[src/lpfw_pkg.sv]
/*
 * package for the low-power freeze and wake controller: command codes,
 * pin wake roles, sequencer states, timing constants.
 * assumes a single 25 MHz system clock.
 */
package lpfw_pkg;
    localparam int unsigned CLK_HZ        = 25_000_000;
    localparam int unsigned RTC_HZ        = 1_000_000;
    // rtc tick divider, rounded down so the tick never runs slow
    localparam int unsigned RTC_DIV       = (CLK_HZ / RTC_HZ < 1) ? 1 : CLK_HZ / RTC_HZ;
    localparam int unsigned RTC_W         = 32;
    localparam logic [7:0]  CMD_FREEZE    = 8'h4e;
    localparam logic [7:0]  CMD_NOTICE    = 8'he0;
    localparam logic [7:0]  CMD_ABORT     = 8'hfa;
    localparam logic [7:0]  CMD_OK        = 8'h00;
    // freeze option bit positions in the first sub-command byte
    localparam int unsigned OPT_FABRIC    = 0;
    localparam int unsigned OPT_NVM       = 1;
    localparam int unsigned OPT_PLL       = 2;
    localparam int unsigned OPT_RETAIN    = 3;
    localparam int unsigned OPT_RTC       = 4;
    // per-pin wake role
    typedef enum logic [1:0] {
        ROLE_OFF    = 2'h0,
        ROLE_ON_0   = 2'h1,
        ROLE_ON_1   = 2'h2,
        ROLE_CHANGE = 2'h3
    } lpfw_role_e;
    typedef enum {
        ST_IDLE,
        ST_OPTS,
        ST_NOTICE,
        ST_DOWN,
        ST_FROZEN,
        ST_EXIT
    } lpfw_state_e;
endpackage

[src/lpfw_wake_eval.sv]
/*
 * wake evaluator: synchronises wake pins, latches activity references at
 * entry, and forms the combined pin wake decision.
 * assumes i_mclk is the low-power oscillator used during freeze.
 */
`timescale 1ns/10ps
`default_nettype none
module lpfw_wake_eval
    import lpfw_pkg::*;
#(
    parameter int unsigned N_PINS = 8
) (
    input  wire logic              i_mclk,
    input  wire logic              i_resetn,
    input  wire logic [N_PINS-1:0] i_pins,
    input  wire logic [N_PINS-1:0] i_single_ended,
    input  wire logic [2*N_PINS-1:0] i_roles,
    input  wire logic              i_capture,
    input  wire logic              i_armed,
    output logic                   o_wake
);
    // elaboration check: the pin vectors need at least one bit
    if (N_PINS < 1) begin : g_chk_pins
        $error("N_PINS must be at least 1");
    end

    logic [N_PINS-1:0] meta_q, meta_d;
    logic [N_PINS-1:0] sync_q, sync_d;
    logic [N_PINS-1:0] ref_q, ref_d;
    logic [N_PINS-1:0] sig_ok;
    logic [N_PINS-1:0] act_hit;
    logic              wake_q, wake_d;

    ////////////////////////////////////////////////////////////////////////
    // per-pin conditions; off or differential pins drop out
    genvar g;
    generate
        for (g = 0; g < N_PINS; g++) begin : g_pin
            lpfw_role_e role;
            assign role = lpfw_role_e'(i_roles[2*g +: 2]);
            // pins with no role count as matched, so they never block the and
            assign sig_ok[g] = !i_single_ended[g] ? 1'b1 :
                               (role == ROLE_ON_1) ? sync_q[g] :
                               (role == ROLE_ON_0) ? !sync_q[g] : 1'b1;
            assign act_hit[g] = i_single_ended[g] && role == ROLE_CHANGE
                                && (sync_q[g] != ref_q[g]);
        end
    endgenerate

    ////////////////////////////////////////////////////////////////////////
    // signature needs at least one signature pin, else and of none is true
    function automatic logic any_sig(input logic [2*N_PINS-1:0] r,
                                     input logic [N_PINS-1:0] se);
        logic hit;
        hit = 1'b0;
        for (int i = 0; i < N_PINS; i++) begin
            if (se[i] && (r[2*i +: 2] == ROLE_ON_0 || r[2*i +: 2] == ROLE_ON_1)) begin
                hit = 1'b1;
            end
        end
        return hit;
    endfunction

    // two-flop sync, reference latch and the combined decision
    always_comb begin
        meta_d = i_pins;
        sync_d = meta_q;
        ref_d  = i_capture ? sync_q : ref_q;
        wake_d = i_armed && ((any_sig(i_roles, i_single_ended) && &sig_ok)
                             || |act_hit);
    end

    always_ff @(posedge i_mclk) begin
        if (!i_resetn) begin
            meta_q <= '0;
            sync_q <= '0;
            ref_q  <= '0;
            wake_q <= 1'b0;
        end else begin
            meta_q <= meta_d;
            sync_q <= sync_d;
            ref_q  <= ref_d;
            wake_q <= wake_d;
        end
    end

    assign o_wake = wake_q;
endmodule
`default_nettype wire

[src/lpfw_rtc.sv]
/*
 * binary wake counter: 1 MHz tick enable derived from the system clock,
 * counts up in binary and flags a match or a software force.
 * assumes the system clock stands in for the low-frequency oscillator.
 */
`timescale 1ns/10ps
`default_nettype none
module lpfw_rtc
    import lpfw_pkg::*;
#(
    parameter int unsigned DIV = RTC_DIV
) (
    input  wire logic             i_mclk,
    input  wire logic             i_resetn,
    input  wire logic             i_run,
    input  wire logic [RTC_W-1:0] i_match,
    input  wire logic             i_force,
    output logic                  o_wake
);
    // elaboration check: a zero divider would never tick
    if (DIV < 1) begin : g_chk_div
        $error("DIV must be at least 1");
    end

    localparam int unsigned DW = (DIV > 1) ? $clog2(DIV) : 1;
    localparam logic [DW-1:0] DIV_LAST = DW'(DIV - 1);

    logic [DW-1:0]    div_q, div_d;
    logic [RTC_W-1:0] cnt_q, cnt_d;
    logic             wake_q, wake_d;
    logic             tick;

    ////////////////////////////////////////////////////////////////////////
    // divider tick and binary count; cleared while not running
    assign tick = (div_q == DIV_LAST);
    always_comb begin
        div_d  = (!i_run || tick) ? '0 : div_q + DW'(1);
        cnt_d  = !i_run ? '0 : (tick ? cnt_q + RTC_W'(1) : cnt_q);
        // force sets the interrupt whether or not the counter runs
        wake_d = i_force || (i_run && tick && (cnt_q + RTC_W'(1) == i_match))
                 || (wake_q && i_run);
    end

    always_ff @(posedge i_mclk) begin
        if (!i_resetn) begin
            div_q  <= '0;
            cnt_q  <= '0;
            wake_q <= 1'b0;
        end else begin
            div_q  <= div_d;
            cnt_q  <= cnt_d;
            wake_q <= wake_d;
        end
    end

    assign o_wake = wake_q;
endmodule
`default_nettype wire

[src/lpfw_ctrl.sv]
/*
 * low-power freeze and wake controller top: takes service commands over
 * the service command channel, notifies the processor, shuts blocks down,
 * holds pins, and leaves freeze on pin or counter wake.
 * assumes command bytes and channel ready are synchronous to i_mclk.
 */
`timescale 1ns/10ps
`default_nettype none

module lpfw_ctrl
    import lpfw_pkg::*;
#(
    parameter int unsigned N_PINS = 8
) (
    input  wire logic                i_mclk,
    input  wire logic                i_resetn,
    // service command channel, request side
    input  wire logic                i_cmd_valid,
    input  wire logic [7:0]          i_cmd_data,
    output logic                     o_cmd_ready,
    output logic                     o_rsp_valid,
    output logic [7:0]               o_rsp_data,
    // notice byte into the processor-side receive fifo
    output logic                     o_notice_valid,
    output logic [7:0]               o_notice_data,
    input  wire logic                i_notice_ready,
    // rtc setup and processor force
    input  wire logic [RTC_W-1:0]    i_rtc_match,
    input  wire logic                i_rtc_wake_force,
    // pins
    input  wire logic [N_PINS-1:0]   i_pin_in,
    input  wire logic [N_PINS-1:0]   i_pin_out,
    input  wire logic [N_PINS-1:0]   i_pin_oe,
    input  wire logic [N_PINS-1:0]   i_pin_single_ended,
    input  wire logic [2*N_PINS-1:0] i_pin_role,
    input  wire logic [N_PINS-1:0]   i_pin_hold,
    output logic [N_PINS-1:0]        o_pin_out,
    output logic [N_PINS-1:0]        o_pin_oe,
    // block shutdown controls
    output logic                     o_fabric_en,
    output logic                     o_nvm_en,
    output logic                     o_pll_en,
    output logic                     o_sram_retain,
    output logic                     o_sram_power,
    // wake interrupt copies and fabric indications
    output logic                     o_rtc_wake_sysctl,
    output logic                     o_rtc_wake_fabric,
    output logic                     o_rtc_wake_nvic,
    output logic                     o_freeze_entry_notice,
    output logic                     o_freeze_exit_done,
    output logic                     o_frozen
);
    // elaboration check: the pin vectors need at least one bit
    if (N_PINS < 1) begin : g_chk_pins
        $error("N_PINS must be at least 1");
    end

    lpfw_state_e        st_q, st_d;
    logic [7:0]         opts_q, opts_d;
    logic [N_PINS-1:0]  hold_out_q, hold_out_d;
    logic [N_PINS-1:0]  hold_oe_q, hold_oe_d;
    logic               rsp_v_q, rsp_v_d;
    logic [7:0]         rsp_q, rsp_d;
    logic               entry_q, entry_d;
    logic               done_q, done_d;
    logic               pin_wake;
    logic               rtc_wake;
    logic               capture;
    logic               armed;

    ////////////////////////////////////////////////////////////////////////
    // wake sources
    assign capture = (st_q == ST_DOWN);
    assign armed   = (st_q == ST_FROZEN);

    lpfw_wake_eval #(
        .N_PINS (N_PINS)
    ) u_wake (
        .i_mclk         (i_mclk),
        .i_resetn       (i_resetn),
        .i_pins         (i_pin_in),
        .i_single_ended (i_pin_single_ended),
        .i_roles        (i_pin_role),
        .i_capture      (capture),
        .i_armed        (armed),
        .o_wake         (pin_wake)
    );

    // counter runs only in freeze when the rtc option was given
    lpfw_rtc #(
        .DIV (RTC_DIV)
    ) u_rtc (
        .i_mclk   (i_mclk),
        .i_resetn (i_resetn),
        .i_run    (armed && opts_q[OPT_RTC]),
        .i_match  (i_rtc_match),
        .i_force  (i_rtc_wake_force),
        .o_wake   (rtc_wake)
    );

    // one interrupt, three destinations
    assign o_rtc_wake_sysctl = rtc_wake;
    assign o_rtc_wake_fabric = rtc_wake;
    assign o_rtc_wake_nvic   = rtc_wake;

    ////////////////////////////////////////////////////////////////////////
    // command channel is always ready so busy requests can be aborted
    assign o_cmd_ready    = 1'b1;
    assign o_notice_valid = (st_q == ST_NOTICE);
    assign o_notice_data  = CMD_NOTICE;

    // sequencer next state
    always_comb begin
        st_d       = st_q;
        opts_d     = opts_q;
        hold_out_d = hold_out_q;
        hold_oe_d  = hold_oe_q;
        rsp_v_d    = 1'b0;
        rsp_d      = rsp_q;
        entry_d    = entry_q;
        done_d     = done_q;
        unique case (st_q)
            ST_IDLE: begin
                // freeze command byte, options follow as next byte
                if (i_cmd_valid && i_cmd_data == CMD_FREEZE) begin
                    st_d = ST_OPTS;
                end
            end
            ST_OPTS: begin
                if (i_cmd_valid) begin
                    opts_d  = i_cmd_data;
                    st_d    = ST_NOTICE;
                    entry_d = 1'b1;
                    done_d  = 1'b0;
                end
            end
            ST_NOTICE: begin
                // stall until the receive fifo takes the notice
                if (i_notice_ready) begin
                    st_d = ST_DOWN;
                end
            end
            ST_DOWN: begin
                // freeze pin states for the hold option
                hold_out_d = i_pin_out;
                hold_oe_d  = i_pin_oe;
                st_d       = ST_FROZEN;
                rsp_v_d    = 1'b1;
                rsp_d      = CMD_OK;
            end
            ST_FROZEN: begin
                if (pin_wake || rtc_wake) begin
                    st_d = ST_EXIT;
                end
            end
            ST_EXIT: begin
                entry_d = 1'b0;
                done_d  = 1'b1;
                st_d    = ST_IDLE;
            end
        endcase
        // a new request while busy gets an abort answer, state untouched
        if (st_q != ST_IDLE && st_q != ST_OPTS && i_cmd_valid) begin
            rsp_v_d = 1'b1;
            rsp_d   = CMD_ABORT;
        end
    end

    always_ff @(posedge i_mclk) begin
        if (!i_resetn) begin
            st_q       <= ST_IDLE;
            opts_q     <= '0;
            hold_out_q <= '0;
            hold_oe_q  <= '0;
            rsp_v_q    <= 1'b0;
            rsp_q      <= '0;
            entry_q    <= 1'b0;
            done_q     <= 1'b1;
        end else begin
            st_q       <= st_d;
            opts_q     <= opts_d;
            hold_out_q <= hold_out_d;
            hold_oe_q  <= hold_oe_d;
            rsp_v_q    <= rsp_v_d;
            rsp_q      <= rsp_d;
            entry_q    <= entry_d;
            done_q     <= done_d;
        end
    end

    assign o_rsp_valid           = rsp_v_q;
    assign o_rsp_data            = rsp_q;
    assign o_freeze_entry_notice = entry_q;
    // fabric uses this to gate resets and reset its plls on exit
    assign o_freeze_exit_done    = done_q;
    assign o_frozen              = armed;

    ////////////////////////////////////////////////////////////////////////
    // block shutdown while frozen, per option bit
    assign o_fabric_en   = !(armed && opts_q[OPT_FABRIC]);
    assign o_nvm_en      = !(armed && opts_q[OPT_NVM]);
    assign o_pll_en      = !(armed && opts_q[OPT_PLL]);
    // sram keeps power when retaining; otherwise it is dropped and lost
    assign o_sram_retain = opts_q[OPT_RETAIN];
    assign o_sram_power  = !armed || opts_q[OPT_RETAIN];

    // pin drivers: wake inputs pass, others tristate or hold
    genvar p;
    generate
        for (p = 0; p < N_PINS; p++) begin : g_io
            logic waker;
            assign waker = i_pin_single_ended[p] && i_pin_role[2*p +: 2] != ROLE_OFF;
            assign o_pin_out[p] = (armed && !waker) ? hold_out_q[p] : i_pin_out[p];
            assign o_pin_oe[p]  = (armed && !waker) ? (i_pin_hold[p] && hold_oe_q[p])
                                                    : i_pin_oe[p];
        end
    endgenerate
endmodule
`default_nettype wire

[config.mk]
export PLATFORM = sky130hd
export DESIGN_NAME = lpfw_ctrl
export DESIGN_NICKNAME = d
export VERILOG_FILES = /design/src/lpfw_pkg.sv /design/src/lpfw_wake_eval.sv /design/src/lpfw_rtc.sv /design/src/lpfw_ctrl.sv
export SDC_FILE = /design/constraint.sdc
export NUM_CORES = 1
export LEC_CHECK = 0
export BUFFER_PORTS_ARGS = -buffer_cell sky130_fd_sc_hd__buf_4
export CAP_MARGIN = 20
export CELL_PAD_IN_SITES_DETAIL_PLACEMENT = 1
export CELL_PAD_IN_SITES_GLOBAL_PLACEMENT = 2
export CORE_UTILIZATION = 31
export DETAILED_ROUTE_END_ITERATION = 8
export PLACE_DENSITY = 0.89
export SYNTH_ARGS = -nofsm -noshare
export SYNTH_HDL_FRONTEND = slang
export SYNTH_HIERARCHICAL = 1
export SYNTH_SLANG_ARGS = --single-unit
[constraint.sdc]
create_clock -name i_mclk -period 2.84 [get_ports i_mclk]
set_input_delay 0.426 -clock i_mclk [delete_from_list [all_inputs] [get_ports i_mclk]]
set_output_delay 0.426 -clock i_mclk [all_outputs]
set_load 0.005 [all_outputs]
==> key figures <==
Status
  • Status: complete, no violations

Cells and area
  • Final Cell Area: 0.00727 sq mm
  • Nets: 953
  • Filler instances: between 2000 and 2500
  • Commonest non-fill, non-tap cell in the layout: buf_4
  • Final Util: 0.400
  • Layout area overhead: 24.5%
  • Most frequent cells in the layout: buf_4 (149), dfxtp_1 (91), nand2_1 (86)
  • Diode count: 0
  • Layout cells sized above 1: 0.241

Worst setup path
  • CP cell instances: ha_1 -> nand3_2 -> nor4_2 -> and2_1 -> o21ai_1 -> a2111oi_0 -> nand4_1 -> o31ai_2
  • Worst r2r dst: u_rtc/o_wake$_SDFF_PN0_
  • CP max FO: 8
  • CP Data Required Time: just over 3 ns
  • CP max stage cell: a2111oi_0
  • Crit end category: flip-flop
  • FF-to-FF Start: u_rtc/cnt_q[0]$_SDFFE_PN0N_
  • CP Launch Type: flip-flop
  • Worst R2R Path Depth: 8
  • Max incr delay on CP: 0.46 ns
  • Reg2Reg Setup Slack: 0.18 ns
  • CP Data Arrival Time: 2.92 ns
  • Bufs and invs on worst path: 0
  • Worst setup path class: reg2reg
  • Top Family by Delay on Critical Path: simple AND/OR/NAND/NOR gates

Timing
  • Minimum hold slack: 0.287 ns
  • Slew margin rel.: 0.598
  • Period utilization: 0.936
  • Measured slew at the worst slew-check pin: 0.599 ns
  • Min cycle time layout: 2.66 ns
  • Pins Over Slew Limit: 0
  • Fin. Hold Viols: 0
  • Fmax: 376 MHz
  • RSZ-0062 raised after global routing: no
  • Final setup viols: 0
  • Clk_skew: about 0.012 ns
  • Setup TNS: 0 ns

Min path
  • Hold Path End: u_wake/meta_q[7]$_SDFF_PN0_
  • HP Start: i_pin_in[7]
  • Hold Path Class: in2reg
  • Hold-critical path depth: 2

Pwr
  • Net Sw Power: between 700 and 800 uW
  • Pwr dens: approximately 380 mW/mm^2
  • Reg power frac: 0.465
  • Leakage power: roughly 2.8 nW
  • Pint: 2.08 mW
  • Combinational share of power: 0.115
  • Switching share of power: 0.254
  • Clk pwr share: 0.420
  • Peak ir drop on the vdd network: 0.271 mV

Clock network
  • H-Tree Depth: 3
  • Num CTS Buffers: 9
  • Post-CTS Setup Bufs: 0
  • TritonCTS clock tree: done
  • CTS Hold Bufs: 0
  • CTS Sinks: 91
  • Maximum root-to-sink buffer count: 2
  • CTS clk-pin slew, worst paths: ~0.070 ns
  • Post-cts resize count: 0
  • Root buffer cell: clkbuf_16
  • Worst-Skew Late Latency: 0.35 ns

Synth
  • Post-Syn Instances: 703
  • Fraction of registers with async set/reset: 0
  • Yosys reg bits: 91
  • Post-synthesis sequential area ratio: 0.312
  • Synth unique cells: 65
  • YS warnings: 6
  • Main synth FF type: dfxtp_1
  • Mapped cell area: 0.00584 sq mm
  • Mean Syn Cell Area: 8.31 sq um
  • Number of enable flip-flop cells after synthesis: 0

Placed design
  • Placed Area: ~0.0070 sq mm
  • Placer's final routability congestion estimate: 0.949
  • Hpwl dp: between 10000 and 15000 um
  • Port bufs: 135

Die
  • Core ar.: 0.0182 sq mm
  • Row cnt: 49
  • Initial core utilization: 0.321
  • Die width: ~140 um
  • I/O pins: 147
  • Die Y: ~140 um
  • Die area: 0.0194 sq mm

Drt
  • Wire length on met3: ~970 um
  • Vias post-DR: 5290
  • Vias/cell: about 5
  • Post-DR wirelength/cell: 15.8 um
  • DR WL met2: 7970 um
  • 1st-pass router iterations: 6
  • Total wire length: roughly 17000 um
  • Met1 wire length: 7620 um
  • Residual DRC: 0
  • Top Layer Used: met4
  • Initial DRC Count: around 200
  • Routed Antenna Nets: 0

Job
  • MaxCap Viol Count: 0

GRT
  • First-pass GRT wire length: 27400 um
  • Vias in the first global route: 5382
  • Remaining Overflow, GRT: 0
  • Largest net degree at the start of global routing: 55
  • GRT Total Usage: 0.177
  • Initial antenna violation count: 0
cell usage after synthesis (all sizes together), types with 3 or more instances:
library cell   n  area [sq um]
mux2i          9          90.1
a21boi        22           165
o31ai          4          40.0
a21oi         12          71.3
a31oi          4          25.0
or3            8          51.3
and2          20           125
nand2         86           323
and3           6          37.5
a21bo          8          80.1
clkbuf        14          52.6
dfxtp         91          1820
xnor2         53           464
o2111ai        4          35.0
nor4          11          87.6
mux2           9           101
nor3           8          40.0
o22ai          4          25.0
o21ai         32           160
buf           34           236
inv           30           113
or4            5          45.0
nand2b         9          56.3
nand3b         7          65.1
and4           3          26.3
xor2          32           280
nand4         23           144
nand4b         4          35.0
nor2          50           188
and3b          3          26.3
nand3         31           170
ha            28           350
nor3b          3          33.8
nor2b         14          87.6
final cells by class:
cell class,instances,area (sq um),area share
multi-input cells,543,3650,0.502
flip-flops and latches,91,1820,0.250
repair buffers,149,1120,0.154
well taps,229,287,0.0394
clock buffers,9,225,0.0310
inverters,30,113,0.0155
clock inverters,7,55.1,0.00757
metal layers:
layer  global-route usage  vias up
li1                     -     2615
met1                0.223     2500
met2                0.304      160
met3               0.0406       15
met4               0.0444        0
met5                    0        -
state kept, by name, summed over array words and instances, names as in the netlist:
signal / cells
hold_oe_q: 8
hold_out_q: 8
o_freeze_entry_notice: 1
o_freeze_exit_done: 1
o_rsp_data: 1
o_rsp_valid: 1
opts_q: 5
st_q: 3
u_rtc/cnt_q: 32
u_rtc/div_q: 5
u_rtc/o_wake: 1
u_wake/meta_q: 8
u_wake/o_wake: 1
u_wake/ref_q: 8
u_wake/sync_q: 8
power groups by stage:
stage	Sequential [mW]	Combinational, mW	Clock (mW)
final	1.30	0.320	1.17
after CTS	1.30	0.324	1.22
after global placement	1.32	0.319	0
after detailed placement	1.33	0.322	0
after floorplan	1.32	0.140	0
after global routing	1.30	0.352	1.27
how the worst max path moves through the flow:
stage | cells after the start | slack (ns) | start | endpoint
CTS | 8 | 0.24 | u_rtc/cnt_q[0]$_SDFFE_PN0N_ | u_rtc/o_wake$_SDFF_PN0_
finish | 8 | 0.18 | u_rtc/cnt_q[0]$_SDFFE_PN0N_ | u_rtc/o_wake$_SDFF_PN0_
global placement | 8 | 0.34 | u_rtc/cnt_q[0]$_SDFFE_PN0N_ | u_rtc/o_wake$_SDFF_PN0_
floorplan | 10 | 0.46 | st_q[0]$_SDFFE_PN0P_ | u_rtc/o_wake$_SDFF_PN0_
detailed placement | 8 | 0.25 | u_rtc/cnt_q[0]$_SDFFE_PN0N_ | u_rtc/o_wake$_SDFF_PN0_
global route | 8 | 0.05 | u_rtc/cnt_q[0]$_SDFFE_PN0N_ | u_rtc/o_wake$_SDFF_PN0_
cells by family after synthesis:
kind of cell,share of synthesized area
adder cells (fa/ha/maj),0.0599
AND/OR/NAND/NOR,0.278
multiplexers,0.0328
flip-flops,0.312
buffers and inverters,0.0687
AO/OA/AOI/OAI,0.120
XOR/XNOR,0.127
other,0.00129
per-stage QoR:
step / power [mW] / setup slack (ns) / std cells
after floorplan: 1.46 / 0.458 / 712
after global routing: 2.92 / 0.0474 / 1058
after global placement: 1.64 / 0.339 / 1042
after detailed placement: 1.65 / 0.253 / 1042
after CTS: 2.84 / 0.235 / 1058
final: 2.78 / 0.183 / 1058
No activity file was read; power rests on OpenSTA's default activity.
